File: src/shared/host_port_defs.svh
/*
  constants of the bytewide host port: address layout, clock register window,
  timing figures and reset values.
  assumes a single 40 mhz system clock; included by bare name, defines only.
*/
`ifndef HOST_PORT_DEFS_SVH
`define HOST_PORT_DEFS_SVH

// host address and data widths
`define HBD_ADDR_W         19
`define HBD_DATA_W         8
// clock registers: top sixteen bytes of the map
`define HBD_CLKREG_IDX_W   4
`define HBD_CLKREG_BASE    19'h7fff0
`define HBD_CLKREG_TOP     19'h7ffff
// system clock rate and power-up write protection time
`define HBD_CLK_MHZ        40
`define HBD_PF_RECOVER_MS  200
`define HBD_PF_RECOVER_CYC (`HBD_PF_RECOVER_MS * `HBD_CLK_MHZ * 1000)
// reset values
`define HBD_DATA_RST       8'h00
`define HBD_ADDR_RST       19'h00000

`endif

File: src/shared/host_port_pkg.sv
/*
  types shared by the host port decoder, the sram model and the bench.
  assumes host_port_defs.svh for widths.
*/
`default_nettype none
`include "host_port_defs.svh"

package host_port_pkg;

  // host strobes, all active low
  typedef struct packed {
    logic ce_n;
    logic oe_n;
    logic we_n;
  } host_strobes_t;

  // external ram control outputs, active low
  typedef struct packed {
    logic chip_select_n;
    logic output_strobe_n;
  } ram_ctrl_t;

  // write cycle tracker
  typedef enum logic [0:0] {
    WR_IDLE,
    WR_ACTIVE
  } wr_state_t;

endpackage

`default_nettype wire

File: src/hdl/host_bus_sram_decoder.sv
/*
  bytewide host port decoder: steers host reads either to the sixteen clock registers
  at the top of the map or to an external sram, lets writes in that window reach both,
  drives the sram chip select and output strobe, and write protects both
  while supply is out of tolerance and for a while after it returns.
  assumes host pins and the power-fail comparator are asynchronous to clk;
  the host write strobe and data go straight to the sram on the board.
*/
// Contract
// - accept a 19-bit byte address, reaching up to 512k external bytes
// - clock registers always sit at the top of the map
// - ram output strobe stays inactive while a clock register is addressed
// - one continuous map; physical ram placement hidden from host
// - read when chip enable low, write enable high; drive only with oe low
// - reads in the top sixteen bytes return the clock register
// - reads outside the window pass host oe to ram output strobe
// - read data valid only after address stable and both enables low
// - write mode when chip enable and write enable both low; oe ignored
// - write begins at the later falling edge of ce or we
// - write ends at the earlier rising edge; byte captured there
// - data outputs release once write enable goes low
// - writes to 7fff0h-7ffffh store into the clock register
// - writes outside the window go to the ram, not to registers
// - in power fail the host strobes are ignored, no writes happen
// - while supply is out of tolerance ram chip select is forced high
// - after supply returns, protection and reset output hold 200 ms
`timescale 1ns/1ps
`default_nettype none
`include "host_port_defs.svh"

module host_bus_sram_decoder
  import host_port_pkg::*;
#(
  parameter int ADDR_W      = `HBD_ADDR_W,
  parameter int DATA_W      = `HBD_DATA_W,
  parameter int RECOVER_CYC = `HBD_PF_RECOVER_CYC
) (
  input  wire logic                 clk,
  input  wire logic                 rst,
  input  wire logic [ADDR_W-1:0]    host_addr,
  input  wire host_strobes_t        host_strobes,
  input  wire logic [DATA_W-1:0]    data_in,
  output logic      [DATA_W-1:0]    data_out,
  output logic                      data_oe_n,
  input  wire logic                 power_fail_threshold,
  output ram_ctrl_t                 ram_ctrl,
  output logic                      reset_pin_out,
  output logic                      reset_pin_oe_n
);

  localparam int IDX_W = `HBD_CLKREG_IDX_W;
  localparam int CNT_W = $clog2(RECOVER_CYC + 1);
  localparam logic [CNT_W-1:0] RECOVER_LOAD = CNT_W'(RECOVER_CYC);

  // refuse shapes the decoder cannot serve
  // recovery hold shorter than eight cycles would break the hold check
  if (ADDR_W != `HBD_ADDR_W || DATA_W != `HBD_DATA_W || RECOVER_CYC < 8) begin : g_bad_param
    $error("host_bus_sram_decoder: unsupported parameter values");
  end

  // address falls in the clock register window
  function automatic logic is_clock_reg(input logic [ADDR_W-1:0] a);
    return a[ADDR_W-1:IDX_W] == (ADDR_W-IDX_W)'(`HBD_CLKREG_BASE >> IDX_W);
  endfunction

  ////////////////////////////////////////////////////////////////////////////
  // input synchronisers: two flops on every pin before any logic

  logic [ADDR_W-1:0] addr_m_q,  addr_s_q;
  logic [DATA_W-1:0] din_m_q,   din_s_q;
  host_strobes_t     stb_m_q,   stb_s_q;
  logic              pf_m_q,    pf_s_q;

  // strobes reset to deselected so nothing fires on release
  always_ff @(posedge clk or posedge rst) begin
    if (rst) begin
      addr_m_q <= `HBD_ADDR_RST;
      addr_s_q <= `HBD_ADDR_RST;
      din_m_q  <= `HBD_DATA_RST;
      din_s_q  <= `HBD_DATA_RST;
      stb_m_q  <= '1;
      stb_s_q  <= '1;
      pf_m_q   <= 1'b1;
      pf_s_q   <= 1'b1;
    end else begin
      addr_m_q <= host_addr;
      addr_s_q <= addr_m_q;
      din_m_q  <= data_in;
      din_s_q  <= din_m_q;
      stb_m_q  <= host_strobes;
      stb_s_q  <= stb_m_q;
      pf_m_q   <= power_fail_threshold;
      pf_s_q   <= pf_m_q;
    end
  end

  ////////////////////////////////////////////////////////////////////////////
  // power-fail protection and recovery hold

  logic [CNT_W-1:0] recover_cnt_q, recover_cnt_d;
  logic             protect;

  always_comb begin
    if (pf_s_q) begin
      recover_cnt_d = RECOVER_LOAD;
    end else if (recover_cnt_q != '0) begin
      recover_cnt_d = recover_cnt_q - CNT_W'(1);
    end else begin
      recover_cnt_d = recover_cnt_q;
    end
  end

  // starts loaded so power-up behaves like a recovery
  always_ff @(posedge clk or posedge rst) begin
    if (rst) begin
      recover_cnt_q <= RECOVER_LOAD;
    end else begin
      recover_cnt_q <= recover_cnt_d;
    end
  end

  assign protect = pf_s_q || (recover_cnt_q != '0);

  ////////////////////////////////////////////////////////////////////////////
  // decode of the current host cycle

  logic clk_hit;
  logic sel;
  logic rd_drive;

  assign clk_hit  = is_clock_reg(addr_s_q);
  assign sel      = !stb_s_q.ce_n && !protect;
  assign rd_drive = sel && stb_s_q.we_n && !stb_s_q.oe_n && clk_hit;

  ////////////////////////////////////////////////////////////////////////////
  // write cycle tracking

  wr_state_t         wr_state_q,  wr_state_d;
  logic [IDX_W-1:0]  wr_idx_q,    wr_idx_d;
  logic              wr_hit_q,    wr_hit_d;
  logic [DATA_W-1:0] wr_byte_q,   wr_byte_d;
  logic              commit;

  always_comb begin
    wr_state_d = wr_state_q;
    wr_idx_d   = wr_idx_q;
    wr_hit_d   = wr_hit_q;
    wr_byte_d  = wr_byte_q;
    commit     = 1'b0;
    unique case (wr_state_q)
      WR_IDLE: begin
        if (sel && !stb_s_q.we_n) begin
          wr_state_d = WR_ACTIVE;
          wr_idx_d   = addr_s_q[IDX_W-1:0];
          wr_hit_d   = clk_hit;
          wr_byte_d  = din_s_q;
        end
      end
      WR_ACTIVE: begin
        if (protect) begin
          wr_state_d = WR_IDLE;
        end else if (stb_s_q.ce_n || stb_s_q.we_n) begin
          // idle again once a strobe is high, as under protect above
          wr_state_d = WR_IDLE;
          commit     = wr_hit_q;
        end else begin
          // last byte seen while both strobes were low
          wr_byte_d  = din_s_q;
        end
      end
    endcase
  end

  always_ff @(posedge clk or posedge rst) begin
    if (rst) begin
      wr_state_q <= WR_IDLE;
      wr_idx_q   <= '0;
      wr_hit_q   <= 1'b0;
      wr_byte_q  <= `HBD_DATA_RST;
    end else begin
      wr_state_q <= wr_state_d;
      wr_idx_q   <= wr_idx_d;
      wr_hit_q   <= wr_hit_d;
      wr_byte_q  <= wr_byte_d;
    end
  end

  ////////////////////////////////////////////////////////////////////////////
  // clock register store

  logic [DATA_W-1:0] rd_data;

  // low index bits pick the register
  clock_reg_file #(
    .WIDTH (DATA_W),
    .IDX_W (IDX_W)
  ) u_regs (
    .clk       (clk),
    .rst       (rst),
    .wr_en     (commit),
    .wr_idx    (wr_idx_q),
    .wr_data   (wr_byte_q),
    .rd_idx    (addr_s_q[IDX_W-1:0]),
    .rd_data_q (rd_data)
  );

  ////////////////////////////////////////////////////////////////////////////
  // outputs, all from flops

  logic              drive_pre_q, drive_pre_d;
  logic              data_oe_n_d;
  ram_ctrl_t         ram_ctrl_d;

  always_comb begin
    drive_pre_d = rd_drive;
    // drive only once read data has caught up
    data_oe_n_d = !(rd_drive && drive_pre_q);
    ram_ctrl_d.chip_select_n   = protect ? 1'b1 : stb_s_q.ce_n;
    ram_ctrl_d.output_strobe_n = (protect || clk_hit) ? 1'b1 : stb_s_q.oe_n;
  end

  // data path costs a few cycles of latency; release takes one
  always_ff @(posedge clk or posedge rst) begin
    if (rst) begin
      drive_pre_q    <= 1'b0;
      data_oe_n      <= 1'b1;
      data_out       <= `HBD_DATA_RST;
      ram_ctrl       <= '1;
      reset_pin_out  <= 1'b0;
      reset_pin_oe_n <= 1'b0;
    end else begin
      drive_pre_q    <= drive_pre_d;
      data_oe_n      <= data_oe_n_d;
      data_out       <= rd_data;
      ram_ctrl       <= ram_ctrl_d;
      reset_pin_out  <= 1'b0;
      reset_pin_oe_n <= !protect;
    end
  end
endmodule

`default_nettype wire

File: src/hdl/clock_reg_file.sv
/*
  small store for the on-chip clock registers, one write port and one read
  port whose data leave through a register.
  assumes write address, data and enable come from the same clock domain.
*/
`timescale 1ns/1ps
`default_nettype none

module clock_reg_file #(
  parameter int WIDTH = 8,
  parameter int IDX_W = 4
) (
  input  wire logic             clk,
  input  wire logic             rst,
  input  wire logic             wr_en,
  input  wire logic [IDX_W-1:0] wr_idx,
  input  wire logic [WIDTH-1:0] wr_data,
  input  wire logic [IDX_W-1:0] rd_idx,
  output logic      [WIDTH-1:0] rd_data_q
);

  // refuse shapes the store cannot hold
  if (WIDTH < 1 || IDX_W < 1) begin : g_bad_param
    $error("clock_reg_file: unsupported parameter values");
  end

  logic [WIDTH-1:0] mem [2**IDX_W];

  // contents are not reset; backed storage keeps its value
  always_ff @(posedge clk) begin
    if (wr_en) begin
      mem[wr_idx] <= wr_data;
    end
  end

  // registered read port
  always_ff @(posedge clk or posedge rst) begin
    if (rst) begin
      rd_data_q <= '0;
    end else begin
      rd_data_q <= mem[rd_idx];
    end
  end

endmodule

`default_nettype wire

File: config.mk
export PLATFORM = sky130hd
export DESIGN_NAME = host_bus_sram_decoder
export DESIGN_NICKNAME = d
export VERILOG_FILES = /design/src/shared/host_port_pkg.sv /design/src/hdl/host_bus_sram_decoder.sv /design/src/hdl/clock_reg_file.sv
export VERILOG_INCLUDE_DIRS = /design/src /design/src/shared
export SDC_FILE = /design/constraint.sdc
export NUM_CORES = 1
export LEC_CHECK = 0
export ABC_AREA = 1
export BUFFER_PORTS_ARGS = -buffer_cell sky130_fd_sc_hd__buf_4
export CORE_MARGIN = 2
export CORE_UTILIZATION = 40
export CTS_BUF_LIST = sky130_fd_sc_hd__clkbuf_8
export CTS_CLUSTER_DIAMETER = 80
export CTS_CLUSTER_SIZE = 28
export DETAILED_ROUTE_END_ITERATION = 10
export PLACE_DENSITY = 0.56
export RECOVER_POWER = 25
export SYNTH_ARGS = -nofsm -noshare
export SYNTH_HDL_FRONTEND = slang
export SYNTH_HIERARCHICAL = 1
export SYNTH_SLANG_ARGS = --single-unit
File: constraint.sdc
create_clock -name clk -period 3.8 [get_ports clk]
set_clock_uncertainty 0.1 [all_clocks]
set_input_delay 0.19 -clock clk [delete_from_list [all_inputs] [get_ports clk]]
set_output_delay 0.19 -clock clk [all_outputs]
set_load 0.02 [all_outputs]
# After elaboration in Yosys (flattened, before gate mapping)
# Memory sizes are Yosys's and may differ from the RTL's. A register that Yosys moved wholly into a read port is not among the register bits.
# Index checks and enable logic that the tools add are counted.
# W data, S select, Z words.
[word_totals]
out_inout_bits = 13
inputBits = 33
register_bits = 112
memories = 1
elab_cells = 65
ramBits = 128
[mem_list]
columns = ["name", "words", "word_bits", "read_ports", "rd_clocked_by_memory_dff", "write_ports", "line", "text"]
rows = [
  ["u_regs.mem", 16, 8, 1, 1, 1, "clock_reg_file.sv:27", "logic [WIDTH-1:0] mem [2**IDX_W];"],
]
[classes]
mux = 17
bitwise_logic = 1
n_addsub = 1
reduce_logical = 18
n_eq_ne = 4
[op_table]
columns = ["op", "count"]
rows = [
  ["$mux W23", 2],
  ["$mux W8", 3],
  ["$reduce_bool A23 Y1", 1],
  ["$sub A23 B1 Y23 const B", 1],
  ["$pmux W8 S2", 1],
  ["$eq A15 B15 Y1 const B", 1],
  ["$mux W1", 10],
  ["$logic_and A1 B1 Y1", 6],
  ["$ne A2 B2 Y1 const B", 3],
  ["$logic_not A1 Y1", 5],
  ["$logic_or A1 B1 Y1", 3],
  ["$reduce_and A3 Y1", 1],
  ["$pmux W1 S2", 1],
  ["$reduce_and A2 Y1", 1],
  ["$reduce_bool A2 Y1", 1],
  ["$not A1 Y1", 1],
]

# Longest topological paths before layout
# Gate-level depths: netlist (run 1).
[depth]
ltp_word = 9
mapped_depth = 10
depth_no_buf = 10

# Cells and area by module
# Netlist (run 1), hierarchy kept.
[modules_own_cells]
columns = ["mod", "n_inst", "area_per_inst_um2", "cells_per_inst", "seq_area_each_um2"]
rows = [
  ["clock_reg_file", 1, 5810.6, 552, 4043.9],
  ["host_bus_sram_decoder", 1, 3988.8, 359, 2825.2],
]

# Worst setup path before layout (run 1)
# No wires, ideal clock.
[synth_timing]
kind = "flip-flop to flip-flop"
from = "register recover_cnt_q[0]"
to = "memory u_regs.mem[12][0], enable pin"
stages_incl_launch_ff = 11
required_ps = 3330
n_path_buf = 0
synth_period_minus_slack_ps = 2649
setup_ps = 370
slack_ps = 1151
arrival_ps = 2179
cell_sequence = "dfrtp_1 inv_1 ha_1 nand2_1 nor2_4 nand3_4 nor2_8 inv_1 nor3_1 nand3_1 nor2_1"
[synth_between]
elab_chain_cells = 6
[synth_rtl]
columns = ["element", "line", "text"]
rows = [
  ["start: declaration", "host_bus_sram_decoder.sv:100", "logic [CNT_W-1:0] recover_cnt_q, recover_cnt_d;"],
  ["start signal: assignment", "host_bus_sram_decoder.sv:118", "recover_cnt_q <= recover_cnt_d;"],
  ["$reduce_bool A23 Y1", "host_bus_sram_decoder.sv:122", "assign protect = pf_s_q || (recover_cnt_q != '0);"],
  ["$logic_or A1 B1 Y1", "host_bus_sram_decoder.sv:122", ""],
  ["$mux W1", "host_bus_sram_decoder.sv:160", "if (protect) begin"],
  ["$mux W1", "host_bus_sram_decoder.sv:150", "unique case (wr_state_q)"],
  ["net commit", "host_bus_sram_decoder.sv:142", "logic commit;"],
  ["$mux W1", "clock_reg_file.sv:31", "if (wr_en) begin"],
  ["$mux W1 (not written as such)", "clock_reg_file.sv:32", "mem[wr_idx] <= wr_data;"],
  ["end: declaration", "clock_reg_file.sv:27", ""],
]
# The timed path passes the listed nets, and every way through them passes these cells.

# Final worst setup path (run 1)
[layout_timing]
from = "register recover_cnt_q[0]"
to = "memory u_regs.mem[9][4], enable pin"
# Same word-level chain as after synthesis.

==> qor_table.md, run 1 <==
| Quantity | Value |
|:---|:---|
| Leakage | 4.97 nW |
| Prevailing post-synth register cell | edfxtp_1 |
| Total overflow reported by the global router | 0 |
| Type of destination of the critical path | flop |
| Worst-Margin Slew | 2.61 ns |
| Total Nets Final | 1023 |
| Port Buf Inserts | 44 |
| Failing checks | hold timing, capacitance limit, slew limit |
| Cell area after synthesis | 9800 um2 |
| Clock input transition at the sequential cells of the worst setup and hold paths | 0.16 ns |
| Maximum resistive drop on vdd | 0.000361 V |
| FF+latch count, synth | 248 |
| Layout cell share with drive strength beyond 1 | 0.117 |
| Number of warnings issued by yosys | 6 |
| Maximum level of the CTS H-tree | 1 |
| Die Height | 161 um |
| Horiz. Die Dim | 161 um |
| Worst hold-check path type | in2async |
| Root Buffer | clkbuf_8 |
| Unrepaired setup endpoints after global routing | false |
| Number of fill cells | 2251 |
| Area of the die | 25800 um2 |
| Mean cell area of the mapped netlist | 10.8 um2 |
| Wire length of the first global-routing pass | 32700 um |
| Effective utilization at floorplan | 0.405 |
| Time the final worst path needs with I/O delays and setup | 3.05 ns |
| Total length of routed wires | 20500 um |
| Category of the worst setup path launch point | flop |
| DP Wirelength | 12900 um |
| I/O pins | 46 |
| Pins Over Slew Limit | 69 |
| Inserted Clock Buffers | 14 |
| Power density over the cells | 439 nW/um2 |
| Fmax achieved | 328 MHz |
| Worst Path Class, Setup | reg2reg |
| CP Data Arrival Time | 3.13 ns |
| Total inserted antenna cells | 0 |
| Status | complete, but fails checks |
| Crit Path Max Fanout | 11 |
| Area of combinational cells with multiple inputs | 2200 um2 |
| Clock sink count | 248 |
| CTS tree | done |
| Number of buffers inserted by post-CTS setup repair | 0 |
| Detailed router's first-iteration violation count | 449 |
| Seq/Total Area, Yosys | 0.701 |
| Residual antenna-violating net count after detailed routing | 0 |
| DP Cell Count | 1265 |
| Gate count after technology mapping | 911 |
| Footprint of the flip-flops and latches | 6870 um2 |
| Cell variety after synth | 33 |
| Residual DRC count | 0 |
| Growth of design area from synthesis to finish | 12.9% |
| Total global routing track utilization | 0.162 |
| Non-filler instance count after layout | 1321 |
| FFs w/ async S/R, synth | 0.484 |
| WP data required | 3.88 ns |
| Maximum number of pins on one net before global-route repair | 70 |
| Final weighted congestion in routability-driven placement | 0.866 |
| Net count after synthesis | 945 |
| Number of flops mapped to enable cells by yosys | 128 |
| DR vias/cell | 4.67 |
| Max_slew headroom | -0.743 |
| Placeable Area | 24200 um2 |
| Count of final setup violators | 0 |
| Final period utilization | 0.803 |
| Total via count after detailed routing | 6167 |
| Maximum clock insertion buffer count | 3 |
| Post-Route Hold Slack | -0.00501 ns |
| Register-to-register path setup slack | 0.75 ns |
| Standard-cell rows | 57 |
| Via count of the first global-routing pass | 6056 |
| Initial antenna violation count | 0 |
| Final sum of negative setup slack | 0 ns |
| Number of detailed-route iterations in the first pass | 5 |
| Clk Latency, worst-skew pair | 0.54 ns |
| Max Cap Viol | 1 |
| Final hold viol count | 8 |
| Routed len/inst | 15.5 um |
## worst paths after layout
kind,from,endpoint,cells after the start
worst min-delay path,rst,u_regs/rd_data_q[1]$_DFF_PP0_,3
worst min register to register,addr_m_q[14]$_DFF_PP0_,addr_s_q[14]$_DFF_PP0_,0
worst max register to register,recover_cnt_q[0]$_DFFE_PP0P_,u_regs/mem[9][4]$_DFFE_PP_,11
worst max-delay path,recover_cnt_q[0]$_DFFE_PP0P_,u_regs/mem[9][4]$_DFFE_PP_,11
min in group clk,host_strobes[0],stb_m_q[0]$_DFF_PP1_,2
max in group asynchronous,rst,addr_s_q[0]$_DFF_PP0_,3
## sequential cells by signal, summed over array words and instances, names as in the netlist, 3 cells and up
signal            cells
u_regs/mem          128
recover_cnt_q        23
addr_m_q             19
addr_s_q             19
data_out              8
din_m_q               8
din_s_q               8
u_regs/rd_data_q      8
wr_byte_q             8
wr_idx_q              4
stb_m_q               3
stb_s_q               3
## layer usage
metal  global-route usage  share of wire  up-vias  routed length (um)
met5                    0              0        -                   0
met4               0.0410          0.019        0                 393
met3               0.0191          0.050       25                1030
met2                0.261           0.46      138                9500
met1                0.236           0.47     2965                9540
li1                     -              -     3039                   -
## timing repair
| item | 4_1_cts | 5_1_grt |
|---|---|---|
| gates resized for setup | 0 | 0 |
| hold endpoints to repair | 93 | 0 |
| hold buffers | 32 | 0 |
## power by group
part	leakage, nW	internal (mW)	total [mW]	switching (mW)
clock network	0.164	0.415	1.27	0.856
registers	2.91	2.92	3.01	0.0859
logic	1.90	0.216	0.581	0.365
total	4.97	3.55	4.86	1.31
## cells by family (layout without fill, tap and decap cells)
family | count (synthesis) | after routing | synth area share
compound gates | 9 | 9 | 0.00472
xor+xnor | 7 | 7 | 0.00626
fa+ha+maj | 1 | 1 | 0.00128
buf+inv | 168 | 254 | 0.0749
flops | 248 | 248 | 0.701
other cells | 1 | 1 | 0.000383
simple gates | 477 | 477 | 0.211
## stage by stage
stage / instance area [um2] / setup WS, ns / utilization / power (mW)
6_report: 11100 / 0.749 / 0.458 / 4.86
5_1_grt: 11100 / 0.271 / 0.458 / 5.11
4_1_cts: 11100 / 0.749 / 0.458 / 4.92
3_5_place_dp: 10500 / 0.771 / 0.433 / 3.63
3_3_place_gp: 10500 / 0.887 / 0.433 / 3.63
2_1_floorplan: 9800 / 0.581 / - / 3.46
## cell type report
cell class,count,share of cell area
multi-input combinational,495,0.198
sequential,248,0.621
inverter,137,0.0465
tap,324,0.0366
clock inverter,9,0.00791
timing repair buffer,93,0.0711
clock buffer,15,0.0187
## cells in the mapped netlist, drive strengths merged (2+ instances only)
cell / number / area [um2]
nand3b: 2 / 15.0
nand3: 120 / 613
nor2: 71 / 305
clkbuf: 2 / 7.51
dfrtp: 102 / 2550
edfxtp: 128 / 3840
xor2: 6 / 52.6
a21oi: 6 / 30.0
buf: 29 / 213
inv: 137 / 514
o21ai: 2 / 10.0
or2: 4 / 25.0
and3: 2 / 12.5
nor3: 7 / 35.0
dfstp: 18 / 473
nand2: 256 / 966
nand4: 14 / 93.8
## worst max-delay path: stages (launching register included)
cell	delay [ns]
dfrtp_1	0.41
inv_1	0.14
ha_1	0.29
nand2_1	0.14
nor2_4	0.17
nand3_4	0.19
nor2_8	0.13
inv_1	0.06
nor3_1	0.16
buf_4	0.19
nand3b_1	0.15
nor2_1	0.55
## layout by cell type (no fill, tap or decap), drive strengths merged, types with 18 or more instances in the layout
cell and count:
buf 29, clkbuf 47, dfrtp 102, dfstp 18, dlygate4sd3 32, edfxtp 128, inv 145, nand2 256
nand3 120, nor2 71
No activity file was read; power rests on OpenSTA's default activity.
==> run 2: changes to the inputs <==
- ABC_AREA: 1 -> 0
- PLACE_DENSITY: 0.56 -> 0.58
- clock period: 3.8 -> 2.8 ns (I/O delays scaled with it)
==> run 2 against run 1 <==
Net effect: the flow now finishes without violations; sequential share of layout area increased by 2.9 points; non-clock buffer count increased by 22; worst hold slack improved by 0.17 ns; design area decreased by 4.5%; sequential cell count unchanged; global-route usage decreased by 2.1 points; register-to-register slack got worse by 0.63 ns; sequential power increased by 33%; synthesized cell count decreased by 46%; clock power increased by 28%; core utilization increased by 1.3 points; via count decreased by 26%; highest routed layer unchanged.
==> qor_table.md, run 2 <==
| Quantity | Value | Change |
|:---|:---|:---|
| Max_slew headroom | 0.516 | was -0.743 |
| Area share of the largest cell type after synthesis | 0.425 | was 0.392 |
| Via count of the first global-routing pass | 4872 | was 6056 |
| Maximum clock insertion buffer count | 3 | unchanged |
| Inserted Clock Buffers | 13 | was 14 |
| Port Buf Inserts | 44 | unchanged |
| WP data required | 2.97 ns | was 3.88 ns |
| Type of destination of the critical path | flop | unchanged |
| Maximum resistive drop on vdd | 0.000480 V | was 0.000361 V |
| Max stage delay on crit path | 0.56 ns | was 0.55 ns |
| Worst hold path stage count | 2 |  |
| CP Data Arrival Time | 2.86 ns | was 3.13 ns |
| Total via count after detailed routing | 4585 | was 6167 |
| Prevailing post-synth register cell | edfxtp_1 | unchanged |
| Count of final setup violators | 0 | unchanged |
| Area of combinational cells with multiple inputs | 2080 um2 | was 2200 um2 |
| Die Height | 154 um | was 161 um |
| Unrepaired setup endpoints after global routing | false | unchanged |
| Footprint of the flip-flops and latches | 6870 um2 | unchanged |
| Dominant cells by area after synthesis | edfxtp_1, dfrtp_1, dfstp_2 | was edfxtp_1, dfrtp_1, nand2_1 |
| Fmax achieved | 372 MHz | was 328 MHz |
| Largest register FFs | 128 | unchanged |
| Number of detailed-route iterations in the first pass | 4 | was 5 |
| Standard-cell rows | 55 | was 57 |
| Horiz. Die Dim | 154 um | was 161 um |
| Effective utilization at floorplan | 0.403 | was 0.405 |
| Final weighted congestion in routability-driven placement | 0.799 | was 0.866 |
| Post-Route Hold Slack | 0.166 ns | was -0.00501 ns |
| Maximum level of the CTS H-tree | 1 | unchanged |
| Worst-path cell with the longest stage delay | or4_4 | was nor2_1 |
| Cell variety after synth | 58 | was 33 |
| Maximum number of pins on one net before global-route repair | 108 | was 70 |
| Total power of the final layout | 6.07 mW | was 4.86 mW |
| Initial antenna violation count | 0 | unchanged |
| Non-filler instance count after layout | 897 | was 1321 |
| I/O pins | 46 | unchanged |
| Final period utilization | 0.959 | was 0.803 |
| Gate count after technology mapping | 492 | was 911 |
| Post-Place Cell Area | 9960 um2 | was 10500 um2 |
| Total Nets Final | 639 | was 1023 |
| Core utilization of the finished layout | 0.471 | was 0.458 |
| Post-synth top cells | edfxtp_1, dfrtp_1, nor2_1 | was nand2_1, inv_1, edfxtp_1 |
| Kind of cell adding the most delay to the critical path | simple AND/OR/NAND/NOR gates | unchanged |
| Total inserted antenna cells | 0 | unchanged |
| Most frequent cells in the layout | edfxtp_1, dfrtp_1, buf_4 | was nand2_1, inv_1, edfxtp_1 |
| Placeable Area | 22400 um2 | was 24200 um2 |
| Layout cell share with drive strength beyond 1 | 0.292 | was 0.117 |
| Number of flops mapped to enable cells by yosys | 128 | unchanged |
| Status | finished clean | was complete, but fails checks |
| Area of the die | 23800 um2 | was 25800 um2 |
| Time the final worst path needs with I/O delays and setup | 2.69 ns | was 3.05 ns |
| Detailed router's first-iteration violation count | 263 | was 449 |
| Non-Filler Cell Area, Final | 10600 um2 | was 11100 um2 |
| Max Cap Viol | 0 | was 1 |
| Mean cell area of the mapped netlist | 18.4 um2 | was 10.8 um2 |
| FFs w/ async S/R, synth | 0.484 | unchanged |
| Seq/Total Area, Yosys | 0.759 | was 0.701 |
| Area share of and/or/nand/nor cells after synthesis | 0.0809 | was 0.211 |
| Clk Latency, worst-skew pair | 0.53 ns | was 0.54 ns |
| Post-Synth XOR/XNOR Area | 0.00678 | was 0.00626 |
| Residual antenna-violating net count after detailed routing | 0 | unchanged |
| Leakage | 3.71 nW | was 4.97 nW |
| Most flop-heavy register | u_regs/mem | unchanged |
| Critical path buffer and inverter count | 1 | was 3 |
| FF+latch count, synth | 248 | unchanged |
| Power density over the cells | 575 nW/um2 | was 439 nW/um2 |
| Pins Over Slew Limit | 0 | was 69 |
| Worst-Margin Slew | 0.725 ns | was 2.61 ns |
| Net count after synthesis | 526 | was 945 |
| Worst Path Class, Setup | reg2reg | unchanged |
| Clock input transition at the sequential cells of the worst setup and hold paths | 0.15 ns | was 0.16 ns |
| Depth of the most critical reg-to-reg path | 8 | was 11 |
| Number of gates on the worst path with buffers counted | 8 | was 11 |
| Worst hold-check path type | in2reg | was in2async |
| Number of fill cells | 1897 | was 2251 |
| Growth of design area from synthesis to finish | 16.8% | was 12.9% |
| Compound-gate portion of the synthesized area | 0.0275 | was 0.00472 |
| Worst slack at placement | -0.0346 ns | was 0.771 ns |
| Routed len/inst | 18.4 um | was 15.5 um |
| Total length of routed wires | 16500 um | was 20500 um |
| DP Cell Count | 841 | was 1265 |
| Root Buffer | clkbuf_8 | unchanged |
| Main combinational cell family by area after synthesis | multiplexers | was simple AND/OR/NAND/NOR gates |
| Number of warnings issued by yosys | 6 | unchanged |
| Ordered list of cells on the worst path | or4_4 -> nor2_4 -> nand4b_1 -> nor2_2 -> o2111a_1 -> or3b_4 -> nor3_4 -> buf_12 | was inv_1 -> ha_1 -> nand2_1 -> nor2_4 -> nand3_4 -> nor2_8 -> inv_1 -> nor3_1 -> buf_4 -> nand3b_1 -> nor2_1 |
| Cell accounting for the most synthesized area | edfxtp_1 | unchanged |
| CTS tree | done | unchanged |
| DP Wirelength | 10600 um | was 12900 um |
| Category of the worst setup path launch point | flop | unchanged |
| Crit Path Max Fanout | 8 | was 11 |
| Cell area after synthesis | 9040 um2 | was 9800 um2 |
| Most numerous cell in the Yosys netlist | edfxtp_1 | was nand2_1 |
| Most common cell after layout, fill and taps aside | edfxtp_1 | was nand2_1 |
| DR vias/cell | 5.11 | was 4.67 |
| Final sum of negative setup slack | 0 ns | unchanged |
| Residual DRC count | 0 | unchanged |
| Final hold viol count | 0 | was 8 |
| Total global routing track utilization | 0.141 | was 0.162 |
| Total overflow reported by the global router | 0 | unchanged |
| Setup slack of the critical path after layout | 0.115 ns | was 0.749 ns |
| Clock sink count | 248 | unchanged |
| Top flop regs | u_regs/mem: 128 flops, recover_cnt_q: 23 flops | unchanged |
| Share of synthesized area spent on multiplexers | 0.106 | was 0 |
| Wire length of the first global-routing pass | 26300 um | was 32700 um |
| Area share of fa/ha/maj cells after synthesis | 0.00138 | was 0.00128 |
## run 2: cell types whose count changed in the layout (fill, tap and decap cells not counted), moves of 8 or more
cell / delta
mux4_1: +14
a22oi_1: +16
inv_1: -130
nand4_1: -9
mux4_2: +18
or3_1: +8
nand3_1: -115
mux2_2: +13
nor2_1: -32
nand2_1: -232
buf_4: +19
## run 2: layout make-up
type                    count  share of cell area
repair buffers            115              0.0931
clock inverters             9             0.00770
inverters                   5             0.00189
clock buffers              13              0.0169
well taps                 285              0.0337
flip-flops and latches    248               0.650
multi-input cells         222               0.197
## run 2: final timing paths
check                                         startpoint                             to  slack [ns]
max                        recover_cnt_q[14]$_DFFE_PP0P_     u_regs/mem[0][0]$_DFFE_PP_        0.11
min                                           data_in[3]           din_m_q[3]$_DFF_PP0_        0.17
max reg2reg                recover_cnt_q[14]$_DFFE_PP0P_     u_regs/mem[0][0]$_DFFE_PP_        0.11
min reg2reg                        addr_m_q[6]$_DFF_PP0_          addr_s_q[6]$_DFF_PP0_        0.25
max in group asynchronous                            rst  recover_cnt_q[20]$_DFFE_PP1P_        1.17
min in group asynchronous                            rst          data_out[4]$_DFF_PP0_        0.57
## run 2: cell families (layout without fill, tap and decap cells)
family	Yosys count	after routing
fa+ha+maj	1	1
simple gates	127	127
mux	49	49
flops	248	248
other cells	1	1
buf+inv	22	142
xor+xnor	7	7
compound gates	37	37
## run 2: where the power goes
group	total (mW)	switching [mW]	internal [mW]
Sequential	4.01	0.0790	3.93
Clock	1.63	1.07	0.560
Combinational	0.436	0.211	0.225
Total	6.07	1.36	4.72
## run 2: layer usage
layer / vias to the layer above / share of wire / wire length (um) / track usage
met4: 0 / 0.011 / 184 / 0.0269
li1: 2098 / - / - / -
met5: - / 0 / 0 / 0
met2: 94 / 0.51 / 8330 / 0.249
met3: 13 / 0.040 / 651 / 0.0213
met1: 2380 / 0.44 / 7300 / 0.189
## run 2: worst reg2reg max path: cells and delay by family (launching register included)
family	cells	cell delay, ns
simple gates	6	1.54
flops	1	0.42
compound gates	1	0.22
buf+inv	1	0.15
## run 2: timing repair
| action | in CTS | in global routing |
|---|---|---|
| hold endpoints to repair | 133 | 0 |
| pin swaps | 0 | 2 |
| gates cloned | 0 | 0 |
| setup endpoints to repair | 8 | 125 |
| setup buffers | 0 | 1 |
| gates resized for setup | 1 | 3 |
| hold buffers | 33 | 0 |
==> run 3: changes to the inputs <==
==> constraint.sdc (replaced) <==
create_clock -name clk -period 2.8 [get_ports clk]
set_clock_uncertainty 0.1 [all_clocks]
set_input_delay 0 -clock clk [delete_from_list [all_inputs] [get_ports clk]]
set_output_delay 0 -clock clk [all_outputs]
set_load 0.02 [all_outputs]
==> run 3 against run 2 <==
Net effect: non-clock buffer count is 47 higher; total power is 6.5% higher; register-to-register slack got worse by 0.02 ns; global-route usage rose by 0.89 points; critical path depth unchanged; design area is 5.5% higher; count of clock-buffer cells in the layout grew 2; fmax shrank 0.63%; via count rose by 3.6%; largest cell class unchanged.
==> qor_table.md, run 3 (synthesized netlist as in run 2, its figures left out) <==
| Quantity | Value | Change |
|:---|:---|:---|
| Clock sink count | 248 | unchanged |
| Effective utilization at floorplan | 0.403 | unchanged |
| Maximum level of the CTS H-tree | 1 | unchanged |
| Non-Filler Cell Area, Final | 11100 um2 | was 10600 um2 |
| Maximum clock insertion buffer count | 3 | unchanged |
| Most frequent cells in the layout | edfxtp_1, dfrtp_1, buf_4 | unchanged |
| CP Data Arrival Time | 2.88 ns | was 2.86 ns |
| Die Height | 154 um | unchanged |
| Clock share of power | 0.304 | was 0.268 |
| Max Cap Viol | 0 | unchanged |
| Maximum resistive drop on vdd | 0.000409 V | was 0.000480 V |
| Total via count after detailed routing | 4751 | was 4585 |
| Top flop regs | u_regs/mem: 128 flops, recover_cnt_q: 23 flops | unchanged |
| Register-to-register path setup slack | 0.1 ns | was 0.11 ns |
| CTS tree | done | unchanged |
| Met2 wirelength from detailed routing | 9040 um | was 8330 um |
| Clock input transition at the sequential cells of the worst setup and hold paths | 0.15 ns | about the same |
| Depth of the most critical reg-to-reg path | 8 | unchanged |
| Count of final setup violators | 0 | unchanged |
| Total overflow reported by the global router | 0 | unchanged |
| Fraction of power spent switching nets | 0.223 | was 0.224 |
| Met3 wire length | 655 um | was 651 um |
| DP Wirelength | 10800 um | was 10600 um |
| Crit Path Max Fanout | 8 | unchanged |
| Total Nets Final | 687 | was 639 |
| Layout cell share with drive strength beyond 1 | 0.313 | was 0.292 |
| Number of detailed-route iterations in the first pass | 4 | unchanged |
| Port Buf Inserts | 44 | unchanged |
| Total length of routed wires | 17400 um | was 16500 um |
| Standard-cell rows | 55 | unchanged |
| Final weighted congestion in routability-driven placement | 0.807 | was 0.799 |
| Inserted Clock Buffers | 14 | was 13 |
| Final hold viol count | 0 | unchanged |
| Worst slack at placement | -0.141 ns | was -0.0346 ns |
| Power density over the cells | 580 nW/um2 | was 575 nW/um2 |
| Worst-path cell with the longest stage delay | or4_4 | unchanged |
| Maximum number of pins on one net before global-route repair | 113 | was 108 |
| Net Switching | 1.44 mW | was 1.36 mW |
| Unrepaired setup endpoints after global routing | true | was false |
| Total global routing track utilization | 0.150 | was 0.141 |
| Time the final worst path needs with I/O delays and setup | 2.70 ns | was 2.69 ns |
| Worst-Margin Slew | 1.48 ns | was 0.725 ns |
| Clk Latency, worst-skew pair | 0.53 ns | about the same |
| Core utilization of the finished layout | 0.497 | was 0.471 |
| Status | finished clean | unchanged |
| Root Buffer | clkbuf_8 | unchanged |
| I/O pins | 46 | unchanged |
| Startpoint of the worst setup timing path | recover_cnt_q[14]$_DFFE_PP0P_ | unchanged |
| Final period utilization | 0.965 | was 0.959 |
| Growth of design area from synthesis to finish | 23.2% | was 16.8% |
| Max stage delay on crit path | 0.56 ns | about the same |
| WP data required | 2.98 ns | was 2.97 ns |
| Post-Place Cell Area | 10000 um2 | was 9960 um2 |
| Metal-1 WL | 7450 um | was 7300 um |
| Reg2Reg Launch Point | recover_cnt_q[14]$_DFFE_PP0P_ | unchanged |
| Post-Route Hold Slack | 0.0389 ns | was 0.166 ns |
| Capturing element of the worst setup path | u_regs/mem[0][1]$_DFFE_PP_ | was u_regs/mem[0][0]$_DFFE_PP_ |
| Max_slew headroom | 0.0126 | was 0.516 |
| DP Cell Count | 846 | was 841 |
| Type of destination of the critical path | flop | unchanged |
| Most flop-heavy register | u_regs/mem | unchanged |
| Leakage | 3.97 nW | was 3.71 nW |
| Most common cell after layout, fill and taps aside | edfxtp_1 | unchanged |
| Largest register FFs | 128 | unchanged |
| Relative contribution of sequential cells to total power | 0.620 | was 0.660 |
| Residual antenna-violating net count after detailed routing | 0 | unchanged |
| Int Power | 5.03 mW | was 4.72 mW |
| Area of the die | 23800 um2 | unchanged |
| Detailed router's first-iteration violation count | 377 | was 263 |
| Worst hold-check path type | in2reg | unchanged |
| Fmax achieved | 370 MHz | was 372 MHz |
| Residual DRC count | 0 | unchanged |
| Total power of the final layout | 6.47 mW | was 6.07 mW |
| Worst Path Class, Setup | reg2reg | unchanged |
| Non-filler instance count after layout | 946 | was 897 |
| Via count of the first global-routing pass | 4947 | was 4872 |
| Setup slack of the critical path after layout | 0.0974 ns | was 0.115 ns |
| Placeable Area | 22400 um2 | unchanged |
| Worst reg2reg endpoint | u_regs/mem[0][1]$_DFFE_PP_ | was u_regs/mem[0][0]$_DFFE_PP_ |
| Pins Over Slew Limit | 0 | unchanged |
| Category of the worst setup path launch point | flop | unchanged |
| Wire length of the first global-routing pass | 27400 um | was 26300 um |
| Highest metal used | met4 | unchanged |
| Ordered list of cells on the worst path | or4_4 -> nor2_4 -> nand4b_1 -> nor2_2 -> o2111a_2 -> or3b_4 -> nor3_4 -> buf_12 | was or4_4 -> nor2_4 -> nand4b_1 -> nor2_2 -> o2111a_1 -> or3b_4 -> nor3_4 -> buf_12 |
| Final sum of negative setup slack | 0 ns | unchanged |
| Initial antenna violation count | 0 | unchanged |
| Horiz. Die Dim | 154 um | unchanged |
| Routed len/inst | 18.4 um | about the same |
| Part of the power in combinational logic | 0.076 | was 0.072 |
| Number of fill cells | 1844 | was 1897 |
| Total inserted antenna cells | 0 | unchanged |
| DR vias/cell | 5.02 | was 5.11 |
run 3: worst min path at each step:
stage,to,slack (ns),depth (start not counted),start
finish,pf_m_q$_DFF_PP1_,0.04,2,power_fail_threshold
CTS,pf_m_q$_DFF_PP1_,0.002,2,power_fail_threshold
floorplan,u_regs/rd_data_q[0]$_DFF_PP0_,-0.28,1,rst
detailed placement,u_regs/rd_data_q[0]$_DFF_PP0_,-0.12,2,rst
global route,pf_m_q$_DFF_PP1_,0.007,2,power_fail_threshold
global placement,u_regs/rd_data_q[0]$_DFF_PP0_,-0.13,2,rst
run 3: final cells by class:
| type | instances | area (um2) | area share |
|---|---|---|---|
| inverters | 5 | 22.5 | 0.00202 |
| multi-input cells | 222 | 2110 | 0.189 |
| clock buffers | 15 | 206 | 0.0185 |
| clock inverters | 9 | 160 | 0.0144 |
| well taps | 285 | 357 | 0.0320 |
| flip-flops and latches | 248 | 6870 | 0.616 |
| repair buffers | 162 | 1420 | 0.128 |
run 3: repair_timing:
item	CTS	global route
setup endpoints to repair	64	130
hold buffers	63	0
pin swaps	3	1
setup buffers	11	3
hold endpoints to repair	151	0
gates resized for setup	2	12
run 3: power groups by stage:
stage          Sequential [mW]  Clock [mW]  Combinational [mW]
6_report                  4.01        1.96               0.493
5_1_grt                   4.03        2.18               0.543
4_1_cts                   4.01        2.04               0.475
3_5_place_dp              4.08           0               0.404
3_3_place_gp              4.07           0               0.392
2_1_floorplan             4.07           0               0.241
run 3: critical path, delay by kind of cell, from the launching register on:
kind | cells | cell delay, ns
flops | 1 | 0.41
buf+inv | 1 | 0.15
simple gates | 6 | 1.54
compound gates | 1 | 0.23
run 3: layer usage:
layer	GRT usage	vias to the layer above
met5	0	-
met4	0.0291	0
met3	0.0213	21
met2	0.272	97
met1	0.195	2441
li1	-	2192
